## config.mk

```make
export PLATFORM = sky130hd
export DESIGN_NAME = pllcg_top
export DESIGN_NICKNAME = d
export VERILOG_FILES = /design/src/pllcg_pkg.sv /design/src/pllcg_top.sv
export SDC_FILE = /design/constraint.sdc
export NUM_CORES = 1
export LEC_CHECK = 0
export BUFFER_PORTS_ARGS = -buffer_cell sky130_fd_sc_hd__buf_2
export CORE_ASPECT_RATIO = 1.4
export CORE_MARGIN = 2
export CORE_UTILIZATION = 25
export DETAILED_ROUTE_END_ITERATION = 8
export GPL_TIMING_DRIVEN = 0
export PLACE_DENSITY = 0.47
export SLEW_MARGIN = 20
export SYNTH_ARGS = -nofsm -noshare
export SYNTH_HDL_FRONTEND = slang
export SYNTH_SLANG_ARGS = --single-unit
export TNS_END_PERCENT = 100
```

## constraint.sdc

```tcl
create_clock -name I_MCLK -period 2.8 [get_ports I_MCLK]
set_clock_uncertainty 0.05 [all_clocks]
set_input_delay 0.28 -clock I_MCLK [delete_from_list [all_inputs] [get_ports I_MCLK]]
set_output_delay 0.28 -clock I_MCLK [all_outputs]
set_load 0.01 [all_outputs]
```

## src/pllcg_pkg.sv

```systemverilog
`default_nettype none
package pllcg_pkg;
    // ------------------------------------------------------------
    // Register addresses
    // ------------------------------------------------------------
    localparam int ADDR_W = 3;
    localparam logic [2:0] ADDR_PLL = 3'h0;
    localparam logic [2:0] ADDR_PCC = 3'h1;
    localparam logic [2:0] ADDR_MODE = 3'h2;
    localparam logic [2:0] ADDR_STAT = 3'h3;
    localparam logic [2:0] ADDR_PORT = 3'h4;
    // ------------------------------------------------------------
    // PLL control fields
    // ------------------------------------------------------------
    localparam logic [7:0] PLL_RESET = 8'h01;
    localparam logic [7:0] PLL_WMASK = 8'h0F;
    localparam int PLL_RUN_POS = 0;
    localparam int PLL_SEL_POS = 1;
    // ------------------------------------------------------------
    // Processor clock control fields
    // ------------------------------------------------------------
    localparam logic [7:0] PCC_RESET = 8'h03;
    localparam int CK3_POS = 3;
    localparam int CLS_POS = 4;
    localparam int MAIN_FEEDBACK_RESISTOR_OFF_POS = 5;
    localparam int MCK_POS = 6;
    localparam int FRC_POS = 7;
    localparam logic [2:0] CK_PROHIB = 3'h6;
    localparam logic [2:0] CK_MAX = 3'h5;
    // ------------------------------------------------------------
    // Standby modes and port control
    // ------------------------------------------------------------
    localparam logic [1:0] MODE_RUN = 2'h0;
    localparam logic [1:0] MODE_HALT = 2'h1;
    localparam logic [1:0] MODE_IDLE = 2'h2;
    localparam logic [1:0] MODE_STOP = 2'h3;
    localparam int PORT_CLOCK_OUTPUT_PIN_POS = 0;
    // ------------------------------------------------------------
    // Timing
    // ------------------------------------------------------------
    localparam int CLK_MHZ = 100;
    localparam int PLL_MULT = 4;
    localparam int PLL_LOCK_US = 200;
    localparam int PLL_LOCK_CYC = PLL_LOCK_US * CLK_MHZ;
    localparam int OST_CYC = 1024;
    localparam int SUB_DIV = 3052;
    localparam int CNT_W = 24;
    typedef enum logic [2:0] {PW_OST, PW_RUN, PW_HALT, PW_IDLE, PW_STOP}
        pllcg_pwr_e;
endpackage : pllcg_pkg
`default_nettype wire

```

## src/pllcg_top.sv

```systemverilog
`timescale 1ns/1ps
`default_nettype none
// Operation
// - Clock output pin shows system clock when running, low when stopped.
// - After reset clock output pin floats until port set to clock output.
// - Clock output source is system clock picked by selection field.
// - Field 0-5 divides main clock, default /8, 011x banned, 1xxx subclock.
// - PLL mode gives four times oscillator rate; clock-through passes it.
// - PLL control resets to 01: PLL running, clock-through selected.
// - Stabilisation is counted even with external clock; resistor off.
// - Main oscillator stops in reset, STOP, and subclock with stop bit.
// - System clock runs only in HALT and run modes.
// - Peripheral clocks run with system clock and main oscillator only.
// - Ring-oscillator watchdog clock runs except in reset; subclock always runs.
// - CPU clock runs only in run mode, main or subclock.
module pllcg_top #(
    parameter int LOCK_CYC = pllcg_pkg::PLL_LOCK_CYC,
    parameter int OST_CYCLES = pllcg_pkg::OST_CYC,
    parameter int SUB_CYCLES = pllcg_pkg::SUB_DIV
) (
    input wire logic I_MCLK, // Master clock
    input wire logic I_RST_B, // Sync reset, active low
    input wire logic [pllcg_pkg::ADDR_W-1:0] I_ADDR, // Register address
    input wire logic [7:0] I_WDATA, // Write data
    input wire logic I_WR, // Write strobe
    input wire logic I_RD, // Read strobe
    input wire logic I_WAKE, // Standby release pin
    output logic [7:0] O_RDATA, // Read data
    output logic O_CPU_CLK_EN, // CPU clock gate
    output logic O_SYS_CLK_EN, // System clock gate
    output logic O_PERIPH_CLK_EN, // Prescaler clock gate
    output logic O_MAIN_OSC_EN, // Main oscillator run
    output logic O_SUB_OSC_EN, // Subclock oscillator run
    output logic O_WDT_INT_CLK_EN, // Ring oscillator watchdog clock
    output logic O_PLL_EN, // PLL run
    output logic O_FEEDBACK_OFF, // Main feedback resistor off
    output logic O_SYS_TICK, // One pulse per system clock
    output logic O_CLOCK_OUTPUT_PIN, // Clock output pin level
    output logic O_CLOCK_OUTPUT_PIN_OE_B // Clock output enable, low drives
);
    // ------------------------------------------------------------
    // State
    // ------------------------------------------------------------
    typedef struct packed {
        logic [7:0] pll;
        logic [7:0] processor_clock_control;
        logic port_fn;
        pllcg_pkg::pllcg_pwr_e pw;
        logic [15:0] ost;
        logic [1:0] osc_cnt;
        logic [pllcg_pkg::CNT_W-1:0] lock_cnt;
        logic locked;
        logic sel_eff;
        logic [4:0] div_cnt;
        logic [15:0] sub_cnt;
        logic wake1;
        logic wake2;
        logic clock_output_pin;
        logic sys_tick;
        logic cpu_en;
        logic sys_en;
        logic per_en;
        logic main_en;
        logic wdt_en;
        logic [7:0] rdata;
    } pllcg_st_s;

    pllcg_st_s q;
    pllcg_st_s d;
    logic main_run;
    logic osc_tick;
    logic fxx_tick;
    logic sub_tick;
    logic sys_run;
    logic cpu_clock_status_bit;
    logic [4:0] div_last;

    // Divide ratio minus one for a selection code
    function automatic logic [4:0] pllcg_div(input logic [2:0] ck);
        pllcg_div = 5'((6'h01 << ck) - 6'h01);
    endfunction : pllcg_div

    // ------------------------------------------------------------
    // Clock enables
    // ------------------------------------------------------------
    // Main stop bit only bites once the CPU really runs on subclock
    // main osc stop
    assign cpu_clock_status_bit = q.processor_clock_control[pllcg_pkg::CLS_POS];
    assign main_run = (q.pw != pllcg_pkg::PW_STOP) &&
        !(cpu_clock_status_bit && q.processor_clock_control[pllcg_pkg::MCK_POS]);
    assign osc_tick = main_run && (q.osc_cnt == 2'h0);
    assign fxx_tick = q.sel_eff ? main_run : osc_tick;
    assign sub_tick = (q.sub_cnt == 16'h0000);
    assign sys_run = (q.pw == pllcg_pkg::PW_RUN) ||
        (q.pw == pllcg_pkg::PW_HALT);
    assign div_last = pllcg_div(q.processor_clock_control[2:0]);

    // ------------------------------------------------------------
    // Next state
    // ------------------------------------------------------------
    // Registers, standby sequencing, dividers and gates
    always_comb begin
        d = q;
        d.rdata = 8'h00;
        d.wake1 = I_WAKE;
        d.wake2 = q.wake1;
        d.sub_cnt = sub_tick ? 16'(SUB_CYCLES - 1) : q.sub_cnt - 16'h0001;
        d.osc_cnt = main_run ? q.osc_cnt + 2'h1 : 2'h0;
        if (I_WR) begin
            unique case (I_ADDR)
                pllcg_pkg::ADDR_PLL: d.pll = I_WDATA & pllcg_pkg::PLL_WMASK;
                pllcg_pkg::ADDR_PCC: begin
                    d.processor_clock_control[pllcg_pkg::FRC_POS] = I_WDATA[pllcg_pkg::FRC_POS];
                    d.processor_clock_control[pllcg_pkg::MCK_POS] = I_WDATA[pllcg_pkg::MCK_POS];
                    d.processor_clock_control[pllcg_pkg::MAIN_FEEDBACK_RESISTOR_OFF_POS] = I_WDATA[pllcg_pkg::MAIN_FEEDBACK_RESISTOR_OFF_POS];
                    d.processor_clock_control[pllcg_pkg::CK3_POS] = I_WDATA[pllcg_pkg::CK3_POS];
                    if (I_WDATA[2:0] <= pllcg_pkg::CK_MAX) begin
                        d.processor_clock_control[2:0] = I_WDATA[2:0];
                    end
                end
                pllcg_pkg::ADDR_MODE: begin
                    if (q.pw == pllcg_pkg::PW_RUN) begin
                        unique case (I_WDATA[1:0])
                            pllcg_pkg::MODE_HALT: d.pw = pllcg_pkg::PW_HALT;
                            pllcg_pkg::MODE_IDLE: d.pw = pllcg_pkg::PW_IDLE;
                            pllcg_pkg::MODE_STOP: d.pw = pllcg_pkg::PW_STOP;
                            default: d.pw = pllcg_pkg::PW_RUN;
                        endcase
                    end
                end
                pllcg_pkg::ADDR_PORT:
                    d.port_fn = I_WDATA[pllcg_pkg::PORT_CLOCK_OUTPUT_PIN_POS];
                default: d.rdata = 8'h00;
            endcase
        end
        if (I_RD) begin
            unique case (I_ADDR)
                pllcg_pkg::ADDR_PLL: d.rdata = q.pll;
                pllcg_pkg::ADDR_PCC: d.rdata = q.processor_clock_control;
                pllcg_pkg::ADDR_MODE: d.rdata = {5'h00, q.pw};
                pllcg_pkg::ADDR_STAT:
                    d.rdata = {5'h00, cpu_clock_status_bit, q.sel_eff, q.locked};
                pllcg_pkg::ADDR_PORT: d.rdata = {7'h00, q.port_fn};
                default: d.rdata = 8'h00;
            endcase
        end
        // Subclock status follows its select bit on a subclock edge
        if (sub_tick) begin
            d.processor_clock_control[pllcg_pkg::CLS_POS] = q.processor_clock_control[pllcg_pkg::CK3_POS];
        end
        // Wake from standby; STOP and main clock IDLE need a fresh count
        // count always
        if (q.wake2) begin
            unique case (q.pw)
                pllcg_pkg::PW_HALT: d.pw = pllcg_pkg::PW_RUN;
                pllcg_pkg::PW_IDLE: begin
                    d.pw = cpu_clock_status_bit ? pllcg_pkg::PW_RUN : pllcg_pkg::PW_OST;
                    d.ost = 16'(OST_CYCLES - 1);
                end
                pllcg_pkg::PW_STOP: begin
                    d.pw = pllcg_pkg::PW_OST;
                    d.ost = 16'(OST_CYCLES - 1);
                end
                default: d.pw = q.pw;
            endcase
        end
        if (q.pw == pllcg_pkg::PW_OST) begin
            if (q.ost == 16'h0000) begin
                d.pw = pllcg_pkg::PW_RUN;
            end else begin
                d.ost = q.ost - 16'h0001;
            end
        end
        // Lock status for software polling; PLL dies with its source
        if (q.pll[pllcg_pkg::PLL_RUN_POS] && main_run) begin
            if (q.lock_cnt == pllcg_pkg::CNT_W'(LOCK_CYC - 1)) begin
                d.locked = 1'b1;
            end else begin
                d.lock_cnt = q.lock_cnt + 1'b1;
            end
        end else begin
            d.lock_cnt = '0;
            d.locked = 1'b0;
        end
        // Source swaps on an oscillator edge or while main is stopped, so both clocks
        // line up and no phase is cut short
        // aligned switch
        if (osc_tick || !main_run) begin
            d.sel_eff = q.pll[pllcg_pkg::PLL_SEL_POS] &&
                q.pll[pllcg_pkg::PLL_RUN_POS] && main_run;
        end
        d.sys_tick = 1'b0;
        if (cpu_clock_status_bit) begin
            d.sys_tick = sub_tick;
            d.div_cnt = 5'h00;
        end else if (fxx_tick) begin
            d.sys_tick = (q.div_cnt >= div_last);
            d.div_cnt = d.sys_tick ? 5'h00 : q.div_cnt + 5'h01;
        end
        d.sys_tick = d.sys_tick && sys_run;
        d.clock_output_pin = sys_run ? (q.clock_output_pin ^ d.sys_tick) : 1'b0;
        d.sys_en = sys_run;
        d.cpu_en = (q.pw == pllcg_pkg::PW_RUN);
        d.per_en = sys_run && main_run;
        d.main_en = main_run;
        d.wdt_en = 1'b1;
    end

    // ------------------------------------------------------------
    // Register
    // ------------------------------------------------------------
    // Reset holds every gate closed and the oscillator stopped
    always_ff @(posedge I_MCLK) begin
        if (!I_RST_B) begin
            q <= '0;
            q.pll <= pllcg_pkg::PLL_RESET;
            q.processor_clock_control <= pllcg_pkg::PCC_RESET;
            q.pw <= pllcg_pkg::PW_OST;
            q.ost <= 16'(OST_CYCLES - 1);
            q.sub_cnt <= 16'(SUB_CYCLES - 1);
        end else begin
            q <= d;
        end
    end

    // Outputs from flip-flops; subclock oscillator enable tied high
    assign O_RDATA = q.rdata;
    assign O_CPU_CLK_EN = q.cpu_en;
    assign O_SYS_CLK_EN = q.sys_en;
    assign O_PERIPH_CLK_EN = q.per_en;
    assign O_MAIN_OSC_EN = q.main_en;
    assign O_SUB_OSC_EN = 1'b1;
    assign O_WDT_INT_CLK_EN = q.wdt_en;
    assign O_PLL_EN = q.pll[pllcg_pkg::PLL_RUN_POS];
    assign O_FEEDBACK_OFF = q.processor_clock_control[pllcg_pkg::MAIN_FEEDBACK_RESISTOR_OFF_POS];
    assign O_SYS_TICK = q.sys_tick;
    assign O_CLOCK_OUTPUT_PIN = q.clock_output_pin;
    assign O_CLOCK_OUTPUT_PIN_OE_B = !q.port_fn;
endmodule : pllcg_top
`default_nettype wire

```

==> run metrics <==
outcome complete, no violations; crit-path max FO 7; total grt overflow 0; DR vias 3778; Max Slew Vio Count 0; worst-margin pin slew 0.826 ns; PD cells 535 mW/mm²; Yosys top cell by area dfxtp_1; register area share after synthesis 0.421; RSZ-0062 raised after global routing false; DR pass1 iterations 4; Tmin final 2.65 ns; layout cell share with drive strength beyond 1 0.134; Area growth, synth to finish 17.3%; All-Layer GR Usage 0.111; global-route wire length before repair 17700 µm; mapped cell area 0.00466 mm²; Synth Flop Type dfxtp_1; Final Hold Viols 0; Skew-Pair Late Insertion Delay 0.34 ns; vias in the first global route 3645; most used cell, CP or3_1; antenna violations before repair 0; width of the die 119 µm; commonest non-fill, non-tap cell in the layout dfxtp_1; MaxCap Viol Count 0; worst min path class input port to flop; H-tree lvl count 3; area of the multi-input gates 0.00249 mm²; Lkg Pwr 2.04 nW; wire per inst 12.9 µm; post-synth cell types 58; DIE AREA 0.0198 mm²; final setup TNS 0 ns; met1 WL 4460 µm; worst path required time 2.99 ns; Post-CTS Setup Inserts 0; largest net degree at the start of global routing 19; YS warnings 0; slowest stage cell, crit path a2111o_1; most frequent cells in the layout dfxtp_1, nor2_1, nand2_1, nand3_1, buf_2; routability cong. 0.774; Post-synth EDFFs 0; initial core utilization 0.252; Top Metal Used met4; final worst setup slack 0.153 ns; WL met2 5390 µm; Core Region 0.0185 mm²; clock buffer depth 2; Syn Area/Cell 8.82 µm²; Routed Antenna Nets 0; Post-Syn Nets 558; CP Cell Sequence or3_1, ha_2, xnor2_1, ha_1, a2111o_1, nor4bb_4, or3_1, and3_1; Seq cells post-synth 98; register area 0.00196 mm²; WP data arrival 2.84 ns; clk slew on worst S/H paths 0.08 ns; CTS tree yes; Fin Hold WS 0.136 ns; largest cells by area after synthesis dfxtp_1, nor2_1, xnor2_1; Die Y 165 µm; NumNets Final 599; I/O Buffers 30; crit end category flop; hpwl dp 7890 µm; Post-Synthesis Cells 528; Rows 59; Initial DRC Count 162; share of the synthesized area in the top cell type 0.421; Largest stage delay, worst path 0.44 ns; worst vdd ir 0.267 mV; Setup violations, final 0; pre-CTS setup slack -0.130 ns; IO Count 35; WL final 10600 µm; period utilization 0.946; Setup Crit Path Kind flop to flop; Fillers 1969; number of remaining DRC errors 0; clk root buf clkbuf_16; diode count 0; Max Freq 378 MHz; clock sink count 98; CTS buffer count 9; met3 wire len 409 µm; Worst setup SP type flop; ys async rst share 0; Slew headroom 0.445; routed vias/inst 4.62
worst max-delay path: cells and delay by family, from the launching register on:
| kind | cells | cell delay, ns |
|---|---|---|
| simple gates | 4 | 1.14 |
| compound gates | 1 | 0.44 |
| fa+ha+maj | 2 | 0.42 |
| flops | 1 | 0.37 |
| xor+xnor | 1 | 0.14 |
cells by family after synthesis:
logic type	count (synthesis)	share of synthesized area
muxes	17	0.0427
other	1	0.000805
AOI/OAI and AO/OA	51	0.0709
buffers and inverters	48	0.0510
xor gates and xnor gates	42	0.0790
and+or+nand+nor	257	0.297
DFF	98	0.421
adders and majority gates	14	0.0376
worst paths after layout:
path         startpoint                 end  slack [ns]  cells past startpoint
max               q[88]  O_CLOCK_OUTPUT_PIN        0.15                      8
min          I_WDATA[7]               q[93]        0.14                      3
max reg2reg       q[88]  O_CLOCK_OUTPUT_PIN        0.15                      8
min reg2reg       q[64]               q[64]        0.36                      1
state kept, by name, indices dropped and copies added, names as in the netlist:
name and count:
q 79, O_RDATA 8, O_CLOCK_OUTPUT_PIN 1, O_CPU_CLK_EN 1, O_FEEDBACK_OFF 1, O_MAIN_OSC_EN 1, O_PERIPH_CLK_EN 1, O_PLL_EN 1
O_SYS_CLK_EN 1, O_SYS_TICK 1, O_WDT_INT_CLK_EN 1, cpu_clock_status_bit 1, d 1
power by group:
part | switching, mW | internal (mW) | leakage (nW)
Combinational | 0.0979 | 0.0677 | 1.08
Sequential | 0.0246 | 1.42 | 0.795
Clock | 0.573 | 0.738 | 0.158
layer usage:
metal  global-route usage  up-vias
met5                    0        -
met4               0.0551        0
met3               0.0209       17
met2                0.197       72
met1                0.128     1782
li1                     -     1907
cell type report:
type                            instances  area share
Multi-Input combinational cell        382       0.455
Tap cell                              244      0.0559
Sequential cell                        98       0.359
Clock buffer                           10      0.0437
Inverter                               22      0.0151
Buffer                                 26      0.0284
Timing Repair Buffer                   30      0.0275
Clock inverter                          6      0.0153
through the flow:
step / std cells / power (mW) / utilization / area [µm²]
after CTS: 818 / 2.97 / 0.295 / 5440
after detailed placement: 802 / 1.64 / 0.277 / 5110
after global placement: 802 / 1.64 / 0.277 / 5110
final: 818 / 2.92 / 0.296 / 5460
after global routing: 818 / 3.06 / 0.296 / 5460
after floorplan: 528 / 1.58 / - / 4660
what timing repair did:
| action | CTS | global route |
|---|---|---|
| endpoints found under the setup margin | 1 | 6 |
| resized for setup | 1 | 4 |
| pin swaps | 0 | 1 |
| hold buffers | 0 | 0 |
| endpoints found under the hold margin | 0 | 0 |
synthesized netlist by cell type, drive strengths merged, types with 10 or more instances:
master  instances
a21oi          11
buf            13
clkbuf         13
dfxtp          98
ha             14
inv            22
mux2i          15
nand2          41
nand2b         10
nand3          31
nor2           62
nor2b          14
nor3           23
nor4           12
o21ai          13
or3            11
xnor2          23
xor2           19
Note: power is estimated with default switching activity, not from simulation.
